**src/logic/rivm_pkg.sv**
```systemverilog
package rivm_pkg;

	//--------------------------------------------------------------
	// Table geometry
	//--------------------------------------------------------------
	localparam int ADDR_W = 12;
	localparam int NUM_SRC = 32;
	localparam int IDX_W = 5;

	// Default boot section start (word address), parameter default
	localparam logic [11:0] BOOT_START_DEF = 12'hC00;

	//--------------------------------------------------------------
	// Table entries (word index)
	//--------------------------------------------------------------
	localparam logic [4:0] VEC_RESET = 5'h00;
	localparam logic [4:0] VEC_PS2_CAPT = 5'h01;
	localparam logic [4:0] VEC_PS2_EC = 5'h02;
	localparam logic [4:0] VEC_PS1_CAPT = 5'h03;
	localparam logic [4:0] VEC_PS1_EC = 5'h04;
	localparam logic [4:0] VEC_PS0_CAPT = 5'h05;
	localparam logic [4:0] VEC_PS0_EC = 5'h06;
	localparam logic [4:0] VEC_CMP0 = 5'h07;
	localparam logic [4:0] VEC_CMP1 = 5'h08;
	localparam logic [4:0] VEC_CMP2 = 5'h09;
	localparam logic [4:0] VEC_EXT0 = 5'h0A;
	localparam logic [4:0] VEC_WT_CAPT = 5'h0B;
	localparam logic [4:0] VEC_WT_MA = 5'h0C;
	localparam logic [4:0] VEC_WT_MB = 5'h0D;
	localparam logic [4:0] VEC_FREE_E = 5'h0E;
	localparam logic [4:0] VEC_WT_OVF = 5'h0F;
	localparam logic [4:0] VEC_NT_MA = 5'h10;
	localparam logic [4:0] VEC_NT_OVF = 5'h11;
	localparam logic [4:0] VEC_ADC = 5'h12;
	localparam logic [4:0] VEC_EXT1 = 5'h13;
	localparam logic [4:0] VEC_SPI = 5'h14;
	localparam logic [4:0] VEC_RX = 5'h15;
	localparam logic [4:0] VEC_TXE = 5'h16;
	localparam logic [4:0] VEC_TXC = 5'h17;
	localparam logic [4:0] VEC_EXT2 = 5'h18;
	localparam logic [4:0] VEC_WDT = 5'h19;
	localparam logic [4:0] VEC_NVM = 5'h1A;
	localparam logic [4:0] VEC_NT_MB = 5'h1B;
	localparam logic [4:0] VEC_EXT3 = 5'h1C;
	localparam logic [4:0] VEC_FREE_1D = 5'h1D;
	localparam logic [4:0] VEC_FREE_1E = 5'h1E;
	localparam logic [4:0] VEC_SPM = 5'h1F;

	// Entries with no source attached
	localparam logic [31:0] UNUSED_MASK = 32'h6000_4000;

	//--------------------------------------------------------------
	// Fuse encoding and reset values
	//--------------------------------------------------------------
	localparam logic FUSE_PROGRAMMED = 1'b0;
	localparam logic [11:0] ADDR_RST = 12'h000;

	//--------------------------------------------------------------
	// Sequencer states
	//--------------------------------------------------------------
	typedef enum logic [2:0] {
		RIVM_RESET = 3'b001,
		RIVM_IDLE = 3'b010,
		RIVM_WAIT = 3'b100
	} rivm_state_type;

endpackage

```
**src/logic/rivm_prio_enc.sv**
```systemverilog
`timescale 1ns/1ps
module rivm_prio_enc #(
	parameter int WIDTH = 32,
	parameter int IDX_W = 5
) (
	// Request lines
	input  wire logic [WIDTH-1:0] req,
	// Result
	output logic                  any,
	output logic [IDX_W-1:0]      idx
);

	// Lowest set bit wins
	always_comb begin
		any = 1'b0;
		idx = '0;
		for (int i = WIDTH - 1; i >= 0; i--) begin
			if (req[i]) begin
				any = 1'b1;
				idx = IDX_W'(i);
			end
		end
	end

endmodule // rivm_prio_enc

```
**src/logic/rivm_vector_map.sv**
```systemverilog
// Notes on behaviour
// All reset sources fetch reset entry zero.
// Power stage requests use entries one..six.
// Comparators 0,1,2 use entries seven..nine.
// External request 0 at 0x0A, 1 at 0x13.
// External request 2 at 0x18, 3 at 0x1C.
// Wide timer entries 0x0B,0x0C,0x0D,0x0F.
// Narrow timer entries 0x10,0x11,0x1B.
// Converter 0x12, serial peripheral 0x14.
// Serial port entries 0x15,0x16,0x17.
// Watchdog 0x19, data memory 0x1A, programming 0x1F.
// Programmed fuse moves reset to boot start.
// Select bit adds boot start to interrupt entries.
// Select clear keeps table at 0x000.
// Unattached entries never produce a fetch.
// Lowest pending entry is supplied first.
`timescale 1ns/1ps
module rivm_vector_map #(
	parameter logic [11:0] BOOT_START = rivm_pkg::BOOT_START_DEF
) (
	// Clock and reset
	input  wire logic        clk,
	input  wire logic        sys_rst,
	// Reset sources
	input  wire logic        ext_reset_pin,
	input  wire logic        power_on_reset,
	input  wire logic        brown_out_reset,
	input  wire logic        watchdog_reset,
	input  wire logic        emulator_reset,
	// Configuration
	input  wire logic        boot_reset_select_fuse,
	input  wire logic        vector_table_select,
	// Power stage requests
	input  wire logic        power_stage_2_capture_irq,
	input  wire logic        power_stage_2_end_cycle_irq,
	input  wire logic        power_stage_1_capture_irq,
	input  wire logic        power_stage_1_end_cycle_irq,
	input  wire logic        power_stage_0_capture_irq,
	input  wire logic        power_stage_0_end_cycle_irq,
	// Comparator and external requests
	input  wire logic        comparator_0_irq,
	input  wire logic        comparator_1_irq,
	input  wire logic        comparator_2_irq,
	input  wire logic        ext_request_0,
	input  wire logic        ext_request_1,
	input  wire logic        ext_request_2,
	input  wire logic        ext_request_3,
	// Timer requests
	input  wire logic        wide_timer_capture_irq,
	input  wire logic        wide_timer_match_a_irq,
	input  wire logic        wide_timer_match_b_irq,
	input  wire logic        wide_timer_overflow_irq,
	input  wire logic        narrow_timer_match_a_irq,
	input  wire logic        narrow_timer_overflow_irq,
	input  wire logic        narrow_timer_match_b_irq,
	// Other peripheral requests
	input  wire logic        adc_complete_irq,
	input  wire logic        spi_complete_irq,
	input  wire logic        serial_rx_complete_irq,
	input  wire logic        serial_tx_buffer_empty_irq,
	input  wire logic        serial_tx_complete_irq,
	input  wire logic        watchdog_timeout_irq,
	input  wire logic        data_nvm_ready_irq,
	input  wire logic        self_program_ready_irq,
	// Core handshake
	input  wire logic        irq_enable,
	input  wire logic        fetch_ack,
	output logic             fetch_req,
	output logic             fetch_is_reset,
	output logic [11:0]      fetch_addr,
	output logic [4:0]       fetch_index
);

	//--------------------------------------------------------------
	// Request vector assembly
	//--------------------------------------------------------------
	logic [31:0] pend;
	logic        any_pend;
	logic [4:0]  win_idx;
	logic        any_reset;
	rivm_pkg::rivm_state_type state;

	// Reset sources merged
	assign any_reset = ext_reset_pin | power_on_reset | brown_out_reset
		| watchdog_reset | emulator_reset;

	// Place each source on its entry
	always_comb begin
		pend = '0;
		pend[rivm_pkg::VEC_PS2_CAPT] = power_stage_2_capture_irq;
		pend[rivm_pkg::VEC_PS2_EC] = power_stage_2_end_cycle_irq;
		pend[rivm_pkg::VEC_PS1_CAPT] = power_stage_1_capture_irq;
		pend[rivm_pkg::VEC_PS1_EC] = power_stage_1_end_cycle_irq;
		pend[rivm_pkg::VEC_PS0_CAPT] = power_stage_0_capture_irq;
		pend[rivm_pkg::VEC_PS0_EC] = power_stage_0_end_cycle_irq;
		pend[rivm_pkg::VEC_CMP0] = comparator_0_irq;
		pend[rivm_pkg::VEC_CMP1] = comparator_1_irq;
		pend[rivm_pkg::VEC_CMP2] = comparator_2_irq;
		pend[rivm_pkg::VEC_EXT0] = ext_request_0;
		pend[rivm_pkg::VEC_EXT1] = ext_request_1;
		pend[rivm_pkg::VEC_EXT2] = ext_request_2;
		pend[rivm_pkg::VEC_EXT3] = ext_request_3;
		pend[rivm_pkg::VEC_WT_CAPT] = wide_timer_capture_irq;
		pend[rivm_pkg::VEC_WT_MA] = wide_timer_match_a_irq;
		pend[rivm_pkg::VEC_WT_MB] = wide_timer_match_b_irq;
		pend[rivm_pkg::VEC_WT_OVF] = wide_timer_overflow_irq;
		pend[rivm_pkg::VEC_NT_MA] = narrow_timer_match_a_irq;
		pend[rivm_pkg::VEC_NT_OVF] = narrow_timer_overflow_irq;
		pend[rivm_pkg::VEC_NT_MB] = narrow_timer_match_b_irq;
		pend[rivm_pkg::VEC_ADC] = adc_complete_irq;
		pend[rivm_pkg::VEC_SPI] = spi_complete_irq;
		pend[rivm_pkg::VEC_RX] = serial_rx_complete_irq;
		pend[rivm_pkg::VEC_TXE] = serial_tx_buffer_empty_irq;
		pend[rivm_pkg::VEC_TXC] = serial_tx_complete_irq;
		pend[rivm_pkg::VEC_WDT] = watchdog_timeout_irq;
		pend[rivm_pkg::VEC_NVM] = data_nvm_ready_irq;
		pend[rivm_pkg::VEC_SPM] = self_program_ready_irq;
		// Unattached entries forced off
		pend = pend & ~rivm_pkg::UNUSED_MASK;
		if (!irq_enable)
			pend = '0;
	end

	// Lowest entry wins
	rivm_prio_enc #(
		.WIDTH (32),
		.IDX_W (5)
	) u_prio (
		.req (pend),
		.any (any_pend),
		.idx (win_idx)
	);

	//--------------------------------------------------------------
	// Address computation
	//--------------------------------------------------------------
	function automatic logic [11:0] vec_addr(
		input logic [4:0] idx,
		input logic       rst_entry,
		input logic       fuse,
		input logic       sel
	);
		logic [11:0] base;
		base = 12'h000;
		if (rst_entry)
			base = (fuse == rivm_pkg::FUSE_PROGRAMMED) ? BOOT_START
				: rivm_pkg::ADDR_RST;
		else if (sel)
			base = BOOT_START + {7'h00, idx};
		else
			base = {7'h00, idx};
		return base;
	endfunction

	//--------------------------------------------------------------
	// Fetch sequencer
	//--------------------------------------------------------------
	// Reset entry first after any reset; then interrupts
	always_ff @(posedge clk or posedge sys_rst) begin
		if (sys_rst) begin
			state <= rivm_pkg::RIVM_RESET;
			fetch_req <= 1'b0;
			fetch_is_reset <= 1'b0;
			fetch_addr <= 12'h000;
			fetch_index <= 5'h00;
		end else if (any_reset) begin
			state <= rivm_pkg::RIVM_RESET;
			fetch_req <= 1'b0;
			fetch_is_reset <= 1'b0;
		end else begin
			case (state)
				rivm_pkg::RIVM_RESET: begin
					fetch_req <= 1'b1;
					fetch_is_reset <= 1'b1;
					fetch_index <= rivm_pkg::VEC_RESET;
					fetch_addr <= vec_addr(rivm_pkg::VEC_RESET, 1'b1,
						boot_reset_select_fuse, vector_table_select);
					state <= rivm_pkg::RIVM_WAIT;
				end
				rivm_pkg::RIVM_IDLE: begin
					if (any_pend) begin
						fetch_req <= 1'b1;
						fetch_is_reset <= 1'b0;
						fetch_index <= win_idx;
						fetch_addr <= vec_addr(win_idx, 1'b0,
							boot_reset_select_fuse,
							vector_table_select);
						state <= rivm_pkg::RIVM_WAIT;
					end
				end
				rivm_pkg::RIVM_WAIT: begin
					if (fetch_ack) begin
						fetch_req <= 1'b0;
						fetch_is_reset <= 1'b0;
						state <= rivm_pkg::RIVM_IDLE;
					end
				end
				default: begin
					state <= rivm_pkg::RIVM_RESET;
					fetch_req <= 1'b0;
				end
			endcase
		end
	end

	//--------------------------------------------------------------
	// Checks
	//--------------------------------------------------------------
	property p_reset_first;
		@(posedge clk) disable iff (sys_rst)
		$fell(any_reset) |=> fetch_req && fetch_is_reset;
	endproperty
	a_reset_first: assert property (p_reset_first)
		else $error("reset entry not requested after reset");

	property p_reset_addr;
		@(posedge clk) disable iff (sys_rst)
		(fetch_req && fetch_is_reset) |-> fetch_addr ==
			((boot_reset_select_fuse == rivm_pkg::FUSE_PROGRAMMED)
			? BOOT_START : rivm_pkg::ADDR_RST);
	endproperty
	a_reset_addr: assert property (p_reset_addr)
		else $error("reset address wrong");

	property p_ext0;
		@(posedge clk) disable iff (sys_rst || any_reset)
		(state == rivm_pkg::RIVM_IDLE && irq_enable && ext_request_0
			&& pend[9:0] == 10'h000)
		|=> fetch_index == rivm_pkg::VEC_EXT0;
	endproperty
	a_ext0: assert property (p_ext0)
		else $error("external request 0 entry wrong");

	property p_ps2;
		@(posedge clk) disable iff (sys_rst || any_reset)
		(state == rivm_pkg::RIVM_IDLE && irq_enable
			&& power_stage_2_capture_irq)
		|=> fetch_index == rivm_pkg::VEC_PS2_CAPT;
	endproperty
	a_ps2: assert property (p_ps2)
		else $error("power stage entry wrong");

	property p_table_sel;
		@(posedge clk) disable iff (sys_rst)
		(fetch_req && !fetch_is_reset && vector_table_select
			&& $stable(vector_table_select))
		|-> fetch_addr == BOOT_START + {7'h00, fetch_index};
	endproperty
	a_table_sel: assert property (p_table_sel)
		else $error("relocated table address wrong");

	property p_table_low;
		@(posedge clk) disable iff (sys_rst)
		(fetch_req && !fetch_is_reset && !vector_table_select
			&& $stable(vector_table_select))
		|-> fetch_addr == {7'h00, fetch_index};
	endproperty
	a_table_low: assert property (p_table_low)
		else $error("low table address wrong");

	property p_no_unused;
		@(posedge clk) disable iff (sys_rst)
		(fetch_req && !fetch_is_reset)
		|-> !rivm_pkg::UNUSED_MASK[fetch_index] && fetch_index != 5'h00;
	endproperty
	a_no_unused: assert property (p_no_unused)
		else $error("fetch to unattached entry");

	property p_lowest;
		@(posedge clk) disable iff (sys_rst || any_reset)
		(state == rivm_pkg::RIVM_IDLE && any_pend)
		|=> fetch_req && (pend & ((32'h1 << fetch_index) - 32'h1)) == 0
			|| $changed(pend);
	endproperty
	a_lowest: assert property (p_lowest)
		else $error("lower pending entry skipped");

	property p_hold;
		@(posedge clk) disable iff (sys_rst || any_reset)
		(fetch_req && !fetch_ack) |=> fetch_req && $stable(fetch_addr);
	endproperty
	a_hold: assert property (p_hold)
		else $error("request dropped before ack");

	c_reset: cover property (@(posedge clk) disable iff (sys_rst)
		fetch_req && fetch_is_reset && fetch_ack);
	c_irq: cover property (@(posedge clk) disable iff (sys_rst)
		fetch_req && !fetch_is_reset && fetch_ack);
	c_sel: cover property (@(posedge clk) disable iff (sys_rst)
		fetch_req && !fetch_is_reset && vector_table_select);
	c_boot: cover property (@(posedge clk) disable iff (sys_rst)
		fetch_req && fetch_is_reset && !boot_reset_select_fuse);

endmodule // rivm_vector_map

```
**config.mk**
```make
export PLATFORM = sky130hd
export DESIGN_NAME = rivm_vector_map
export DESIGN_NICKNAME = d
export VERILOG_FILES = /design/src/logic/rivm_pkg.sv /design/src/logic/rivm_prio_enc.sv /design/src/logic/rivm_vector_map.sv
export SDC_FILE = /design/constraint.sdc
export NUM_CORES = 1
export LEC_CHECK = 0
export BUFFER_PORTS_ARGS = -buffer_cell sky130_fd_sc_hd__clkbuf_2
export CAP_MARGIN = 20
export CORE_MARGIN = 1
export CORE_UTILIZATION = 48
export DETAILED_ROUTE_END_ITERATION = 10
export PLACE_DENSITY = 0.86
export SLEW_MARGIN = 20
export SYNTH_ARGS = -nofsm -noshare
export SYNTH_HDL_FRONTEND = slang
export SYNTH_SLANG_ARGS = --single-unit
```
**constraint.sdc**
```tcl
create_clock -name clk -period 2.6 [get_ports clk]
set_input_delay 0.26 -clock clk [delete_from_list [all_inputs] [get_ports clk]]
set_output_delay 0.26 -clock clk [all_outputs]
set_load 0.005 [all_outputs]
```
* Yosys cells after proc, flatten, opt, wreduce, memory -nomap -nowiden
Index checks and enable logic that the tools add are counted.
Storage, ports and cells: register bits 22, bits of input ports 39, output and inout bits 19, word-level logic and storage cells 104
Cells by class: $add $sub $neg 1, eq/ne operators 6, multiplexer cells 82, bitwise gates (word level) 5, reductions and logical operators 5
Operator list (number):
- 2-to-1 mux 5 bit | 33
- 2-to-1 mux 1 bit | 37
- 2-to-1 mux 12 bit | 3
- 2-to-1 mux 32 bit | 1
- case mux 12 bit (2 select lines) | 1
- adder 11 x 6 -> 12 bit, first input constant | 1
- case mux 5 bit (2 select lines) | 1
- 2-to-1 mux 3 bit | 3
- case mux 3 bit (3 select lines) | 1
- inequality test 3 bit, second input constant | 2
- case mux 1 bit (3 select lines) | 2
- AND reduction 3 bit | 2
- OR 1 bit | 4
- nonzero test 4 bit | 1
- equality test 3 x 1 -> 1 bit, second input constant | 1
- equality test 3 x 2 -> 1 bit, second input constant | 1
- equality test 3 bit, second input constant | 1
- inequality test 2 bit, second input constant | 1
- AND reduction 2 bit | 1
- nonzero test 2 bit | 1
- inverter 1 bit | 1

* Logic depth before layout (Yosys ltp)
Gate-level depths: netlist of run 1.
word-level depth 37, mapped depth 7, depth with buffers taken out 5

* Hierarchy
From an unflattened synthesis of run 1, not the netlist that was laid out.
Second synthesis, totals: cell total of the unflattened synthesis 160, area total of the unflattened synthesis 1251.2 um^2
Modules (own cells, without submodules):
- rivm_vector_map | instances 1, cells each 95, area an instance 880.8 um^2
- rivm_prio_enc | instances 1, cells each 65, area an instance 370.4 um^2

* Worst setup path after synthesis of run 1
OpenSTA, ideal clock, no wires.
kind reg2reg, start register state[2], end register fetch_req, library setup time 0.119 ns, data arrival time 1.623 ns, data required time 2.481 ns, setup slack 0.859 ns, stages on the path, launching flop included 7, clock period less this slack 1.741 ns, path through dfrtp_1 buf_4 nor3b_2 nand3_1 o31ai_2 buf_6 a21bo_1
Between the ends: cells in the longest elaborated chain, start to end 3, elaborated cells between the ends (all ways) 8, those cells by class 5 x eq/ne; 2 x mux; 1 x reduce/logical
RTL lines:
- from (decl) | RTL line rivm_vector_map.sv:81 | rivm_pkg::rivm_state_type state;
- from (signal assigned) | RTL line rivm_vector_map.sv:161 | state <= rivm_pkg::RIVM_RESET;
- from (signal assigned) | RTL line rivm_vector_map.sv:167 | state <= rivm_pkg::RIVM_RESET;
- from (signal assigned) | RTL line rivm_vector_map.sv:178 | state <= rivm_pkg::RIVM_WAIT;
- equality test 3 bit, or another cell as far along | RTL line rivm_vector_map.sv:171 | case (state)
- case mux 1 bit (3 select lines) / inequality test 3 bit (equally long branches)
- 2-to-1 mux 1 bit / AND reduction 2 bit (equally long branches)
- to (signal assigned) | RTL line rivm_vector_map.sv:168 | fetch_req <= 1'b0;
- to (signal assigned) | RTL line rivm_vector_map.sv:173 | fetch_req <= 1'b1;
- to (signal assigned) | RTL line rivm_vector_map.sv:182 | fetch_req <= 1'b1;
- to (decl) | RTL line rivm_vector_map.sv:68 | output logic fetch_req,
Several ways; a longest one is shown, not always the timed one. A chain may end at the register's enable or synchronous reset.

* Worst setup path in the final report of run 1
start register state[2], end register fetch_index[0]
Between the ends: cells in the longest elaborated chain, start to end 3, elaborated cells between the ends (all ways) 6, those cells by class 3 x eq/ne; 1 x mux; 2 x reduce/logical
RTL lines:
- equality test 3 x 2 -> 1 bit / equality test 3 x 1 -> 1 bit (equally long branches) | RTL line rivm_vector_map.sv:171
- inequality test 2 bit (no source line) / nonzero test 2 bit (equally long branches)
- AND reduction 3 bit (no source line)
- to (signal assigned) | RTL line rivm_vector_map.sv:175 | fetch_index <= rivm_pkg::VEC_RESET;
- to (signal assigned) | RTL line rivm_vector_map.sv:184 | fetch_index <= win_idx;
- to (decl) | RTL line rivm_vector_map.sv:71 | output logic [4:0] fetch_index
Several ways; a longest one is shown, not always the timed one.

==> results of run 1 <==
repair_timing:
item | CTS | global route
hold buffers | 1 | 0
endpoints found under the hold margin | 10 | 0
gates resized for setup | 0 | 0
layer usage:
layer  vias up  track usage
met5         -            0
met1       505       0.2672
met4         0      0.08333
li1        544            -
met2        43       0.4120
met3         0      0.04050
cell usage in the layout, fill, tap and decap left out, drive strengths merged, types with 2 or more instances in the layout:
| cell type | instances |
|---|---|
| nand3 | 2 |
| xnor2 | 2 |
| o41a | 2 |
| o21a | 3 |
| a211oi | 4 |
| nor2 | 18 |
| nand2 | 9 |
| nand2b | 3 |
| clkbuf | 56 |
| o41ai | 5 |
| a21oi | 6 |
| o21ai | 7 |
| nor2b | 3 |
| nor3b | 3 |
| dfrtp | 10 |
| conb | 5 |
| o21bai | 2 |
| a21bo | 2 |
| inv | 4 |
| nor3 | 4 |
| o31ai | 5 |
worst paths after layout:
| check | end | cells past startpoint |
|---|---|---|
| max | fetch_index[0] | 5 |
| min | state[1] | 2 |
| max reg2reg | fetch_index[0] | 5 |
| min reg2reg | fetch_req | 1 |
| max in group asynchronous | state[0] | 3 |
| min in group asynchronous | fetch_index[1] | 3 |
cell families after synthesis:
family,count (synthesis),share of synthesized area
flip-flops,11,0.2628
buffers and inverters,19,0.1272
AO/OA/AOI/OAI,43,0.3234
XOR/XNOR,2,0.01665
other,1,0.003564
AND/OR/NAND/NOR,48,0.2664
final cells by class:
cell class / instances / area share
multi-input cells: 98 / 0.5107
clock buffers: 4 / 0.02043
flip-flops and latches: 11 / 0.2150
repair buffers: 54 / 0.2160
well taps: 27 / 0.02626
inverters: 4 / 0.01167
through the flow:
step / total power [mW] / util
after floorplan: 0.2579 / -
after global placement: 0.3037 / 0.6244
after detailed placement: 0.3068 / 0.6244
after CTS: 0.4237 / 0.6425
after global routing: 0.4524 / 0.6425
final: 0.4229 / 0.6425
registers in the layout, summed over array words and instances (netlist names):
signal / count
fetch_is_reset: 1
fetch_req: 1
state: 3
fetch_index: 4
fetch_addr: 2
report_power, final:
part | internal, mW | switching, mW
logic | 0.0560 | 0.0629
clock network | 0.0593 | 0.0584
registers | 0.179 | 0.00718
total | 0.294 | 0.128
==> flow_summary.yaml, run 1 <==
worst_setup_path:
  required_ns: 2.76
  cp_top_family: "compound AO/OA/AOI/OAI gates"
  crit_chain: "nor3b_2, nand3_1, o31ai_2, a2111oi_1, a22o_1"
  critPathCaptureType: "register"
  startpoint: "state[2]"
  setup.worst_path.start_class: "register"
  crit_arrival_ns: 2.16
  cp_slowest_cell: "o31ai_2"
  critPathMaxFanout: 12
  crit_buf_inv: 0
  r2r_slack_ns: 0.60
  critPathKind: "reg2reg"
  timing.rr.start: "state[2]"
  slowest_delay_ns: 0.65
route:
  dr_wl_met3_um: 135
  finalWirelength_um: 2422
  initialDrtViolationCount: 18
  vias_per_cell: 5.515
  wl_met2_um: 1273
  top_layer: "met3"
  drc: 0
  route.detailed.wl_per_inst_um: 12.23
  first_pass_iters: 4
  m1WireLength_um: 1013
  dr_total_vias: 1092
  ant_nets: 0
power_and_ir_drop:
  peakVddDrop_uv: 210.9
  p_leak_nw: 0.6067
  p_per_area_nw_per_um2: 328.8
synth:
  synthArstFlopShare: 1.000
  ys_seq_area_frac: 0.2628
  ys.flop_type: "dfrtp_1"
  synth.top_cell.area_share: 0.2378
  synth-edff-count: 0
  yosys-top-cells-count: "18 x nor2_1, 12 x buf_4, 10 x dfrtp_1"
  syn-instance-count: 124
  synth.ff_latch_count: 11
  yosysMostFrequentCell: "nor2_1"
  yosys.area.top_type: "dfrtp_1"
  synth_cell_types: 41
  synth_warnings: 0
  avgSynthCellArea_um2: 8.486
  syn_area_um2: 1052
  ys_top_cells_by_area: "dfrtp_1 24%, buf_4 8.6%, nor2_1 6.4%"
place:
  pre_cts_ws_ns: 0.4037
  io_buffers: 52
  place_area_um2: 1250
  dp.cells: 193
  dp.final_hpwl_um: 2017
  gp_congestion: 0.8733
clock_network:
  htreeDepth: 1
  clkLatencyLatePin_ns: 0.27
  cts_made_buffers: 3
  cts_root_buf: "clkbuf_4"
  cts_sinks: 11
  clock_path_buffers: 2
  cts_tree: "done"
  post-cts-setup-buffers: 0
  clkTransAtPathRegs_ns: 0.08
finish:
  nets: 211
  postLayoutCellArea_um2: 1286
  fillCellCount: 182
  multi_input_area_um2: 656.9
  n_antenna_cell: 0
  drive_gt1_frac: 0.3684
  fin_cells: 198
  area_delta_synth_final_pct: 22.24
  register_area_um2: 276.5
sta:
  rsz0062_at_grt: "no"
  hold_ws_ns: 0.2185
  final_hold_viol_count: 0
  maxSlewHeadroom: 0.5152
  period_share: 0.7685
  finalMaxSlewViolations: 0
  period_needed_ns: 1.998
  worstMarginPinSlew_ns: 0.7229
  clock.fmax_mhz: 500.5
  setup-tns-final_ns: 0
  finalSetupViolCount: 0
  skew_ns: 0.005916
  fin_ws_ns: 0.6020
die:
  die_y_um: 48.82
  initial_core_util: 0.5256
  core-area_um2: 2002
  ios: 58
  rows: 16
  die_area_um2: 2383
  die_x_um: 48.82
hold_path:
  holdCritStartpoint: "power_on_reset"
  hold_class: "in2reg"
global_route:
  track_usage: 0.2281
  grt_pass1_wl_um: 4305
  grt_start_max_net_pins: 13
  antenna_found_initial: 0
  grt_overflow_total: 0
  grt_pass1_vias: 1048
flow_run:
  cap_violations: 0
status:
  status: "completed"
No activity file was read; power rests on OpenSTA's default activity.
==> inputs of run 2 (changes only) <==
--- a/config.mk
+++ b/config.mk
@@ -5,12 +5,13 @@
 export SDC_FILE = /design/constraint.sdc
 export NUM_CORES = 1
 export LEC_CHECK = 0
+export ABC_AREA = 1
 export BUFFER_PORTS_ARGS = -buffer_cell sky130_fd_sc_hd__clkbuf_2
 export CAP_MARGIN = 20
 export CORE_MARGIN = 1
-export CORE_UTILIZATION = 48
+export CORE_UTILIZATION = 45
 export DETAILED_ROUTE_END_ITERATION = 10
-export PLACE_DENSITY = 0.86
+export PLACE_DENSITY = 0.8
 export SLEW_MARGIN = 20
 export SYNTH_ARGS = -nofsm -noshare
 export SYNTH_HDL_FRONTEND = slang
==> constraint.sdc (replaced) <==
create_clock -name clk -period 2.1 [get_ports clk]
set_input_delay 0.21 -clock clk [delete_from_list [all_inputs] [get_ports clk]]
set_output_delay 0.21 -clock clk [all_outputs]
set_load 0.005 [all_outputs]
==> run 2 against run 1 <==
Flip-flop and latch count unchanged; synthesized area up 4.8%; critical path depth up 4; cell count up 25%; global-route usage down 5.0 points; clock-buffer cell count unchanged; clock skew down 0.0019 ns; non-clock buffer count unchanged; design area up 2.7%; largest power group unchanged; highest routed layer unchanged.
==> flow_summary.yaml, run 2 <==
die:
  die_area_um2: 2652
  initial_core_util: 0.4889
  ios: 58
  core-area_um2: 2255
  rows: 17
  die_y_um: 51.50
  die_x_um: 51.50
finish:
  drive_gt1_frac: 0.3000
  fillCellCount: 257
  regMostFlops: "fetch_index"
  largestRegisters: "fetch_index (4), state (3), fetch_addr (2)"
  largest_register_ffs: 4
  layout_commonest_cell: "nand2_1"
  n_antenna_cell: 0
  final_cell_mix: "74 x nand2_1, 52 x clkbuf_2, 12 x inv_1"
  postLayoutCellArea_um2: 1321
  area_delta_synth_final_pct: 19.86
  nets: 260
  fin_cells: 248
place:
  gp_congestion: 0.8085
  dp.cells: 243
  io_buffers: 52
  dp.final_hpwl_um: 1848
  place_area_um2: 1285
sta:
  clock.fmax_mhz: 560.7
  finalSetupViolCount: 0
  finalMaxSlewViolations: 0
  setup-tns-final_ns: 0
  rsz0062_at_grt: "no"
  skew_ns: 0.004041
  period_share: 0.8492
  period_needed_ns: 1.783
  final_hold_viol_count: 0
power_and_ir_drop:
  power.internal_mw: 0.3768
  peakVddDrop_uv: 345.7
  p_leak_nw: 0.7740
  seqPwrFrac: 0.420
  pwr-share-clk: 0.256
  swShare: 0.3102
  p_per_area_nw_per_um2: 413.4
  combinationalPowerShare: 0.324
  switchingPower_mw: 0.1694
global_route:
  grt_pass1_vias: 1025
  met3_usage: 0.05556
  grt_start_max_net_pins: 28
  antenna_found_initial: 0
  track_usage: 0.1780
  grt_pass1_wl_um: 3636
  gr-usage-met1: 0.1945
  grt_busiest_layer: "met2"
  use_met2: 0.3312
  grt_overflow_total: 0
synth:
  synth-edff-count: 0
  avgSynthCellArea_um2: 6.372
  yosys-top-cells-count: "74 x nand2_1, 12 x inv_1, 11 x buf_4"
  yosys.area.top_type: "nand2_1"
  synth.top_cell.area_share: 0.2520
  synthArstFlopShare: 1.000
  synth_cell_types: 33
  synth.ff_latch_count: 11
  ys.flop_type: "dfrtp_1"
  yosysMostFrequentCell: "nand2_1"
  syn-instance-count: 173
  syn_area_um2: 1102
  ys_top_cells_by_area: "nand2_1 25%, dfrtp_1 23%, buf_4 7.5%"
  synth_warnings: 0
  ys_seq_area_frac: 0.2509
clock_network:
  htreeDepth: 1
  clkTransAtPathRegs_ns: 0.07
  clock_path_buffers: 2
  cts_made_buffers: 3
  clkLatencyLatePin_ns: 0.27
  cts_resized: 0
  cts_root_buf: "clkbuf_4"
  cts_tree: "done"
  hold_buffers: 1
  post-cts-setup-buffers: 0
  cts_sinks: 11
worst_setup_path:
  critPathKind: "reg2reg"
  crit_chain: "nor3_1, inv_1, a21oi_1, inv_1, nor2_1, clkinv_1, nor2_1, nand2_1, nand2_1"
  required_ns: 2.31
  crit_buf_inv: 3
  critPathMaxFanout: 9
  ff2ff_path_depth: 9
  setup.worst_path.start_class: "register"
  cp_top_family: "simple AND/OR/NAND/NOR gates"
  cp_slowest_cell: "dfrtp_1"
  timing.rr.start: "state[2]"
  critPathCaptureType: "register"
  path_depth: 9
  slowest_delay_ns: 0.38
  crit_arrival_ns: 1.99
  startpoint: "state[2]"
hold_path:
  holdPathStages: 4
  holdCritStartpoint: "boot_reset_select_fuse"
  hold_class: "in2reg"
route:
  ant_nets: 0
  initialDrtViolationCount: 13
  drc: 0
  finalWirelength_um: 2175
  vias_per_cell: 4.706
  route.detailed.wl_per_inst_um: 8.770
  first_pass_iters: 4
  dr_total_vias: 1167
status:
  status: "completed"
flow_run:
  cap_violations: 0
[run 2: cell types whose count changed after synthesis, moves of 3 or more]
cell	previous run	this run
o21ai_2	0	3
nand3_1	2	10
inv_1	4	12
o21ai_1	0	4
nor2b_1	3	0
nand2b_1	3	0
o31ai_1	4	0
a211oi_1	4	0
nor2_1	18	10
nand2_1	9	74
[run 2: final timing paths]
path	endpoint	slack [ns]
worst max-delay path	fetch_index[0]	0.32
min in group asynchronous	fetch_index[1]	0.45
max in group asynchronous	state[0]	1.33
worst min-delay path	fetch_addr[10]	0.23
worst max register to register	fetch_index[0]	0.32
worst min register to register	fetch_req	0.48
[run 2: logic make-up (layout without fill, tap and decap cells)]
logic type             count (synthesis)  in the layout  synth area share
AND/OR/NAND/NOR                      105            105            0.4121
flip-flops                            11             11            0.2509
AO/OA/AOI/OAI                         26             26            0.1487
other                                  1              5          0.003402
buffers and inverters                 30             73            0.1850
[run 2: layer usage]
| metal | share of wire | wire length (µm) |
|---|---|---|
| met5 | 0 | 0 |
| met4 | 0 | 0 |
| met3 | 0.054 | 118 |
| met2 | 0.49 | 1069 |
| met1 | 0.45 | 988 |
[run 2: per-stage QoR]
stage	power (mW)	utilization	hold WS [ns]	worst slack [ns]
floorplan	0.3640	-	0.06172	0.5132
CTS	0.5507	0.5860	0.2308	0.2736
global placement	0.4087	0.5699	0.1924	0.1771
global route	0.5961	0.5860	0.2629	0.1182
finish	0.5462	0.5860	0.2280	0.3166
detailed placement	0.4094	0.5699	0.1957	0.1662
[run 2: worst reg2reg max path, stage by stage (launching register included)]
cell      delay, ns
dfrtp_1        0.38
nor3_1         0.32
inv_1          0.16
a21oi_1        0.15
inv_1          0.07
nor2_1         0.14
clkinv_1       0.22
nor2_1         0.15
nand2_1        0.07
nand2_1        0.05
[run 2: area by class of cell]
class,instances,area [µm²],share of cell area
Sequential cell,11,276.5,0.2093
Multi-Input combinational cell,136,636.9,0.4820
Clock buffer,4,26.28,0.01989
Inverter,15,56.30,0.04261
Timing Repair Buffer,54,290.3,0.2197
Tap cell,28,35.03,0.02652
[run 2: power by group through the flow]
stage	sequential [mW]	clock [mW]	combinational [mW]
floorplan	0.233	0	0.131
global placement	0.233	0	0.176
detailed placement	0.233	0	0.176
CTS	0.229	0.142	0.179
global route	0.231	0.159	0.206
finish	0.229	0.140	0.177
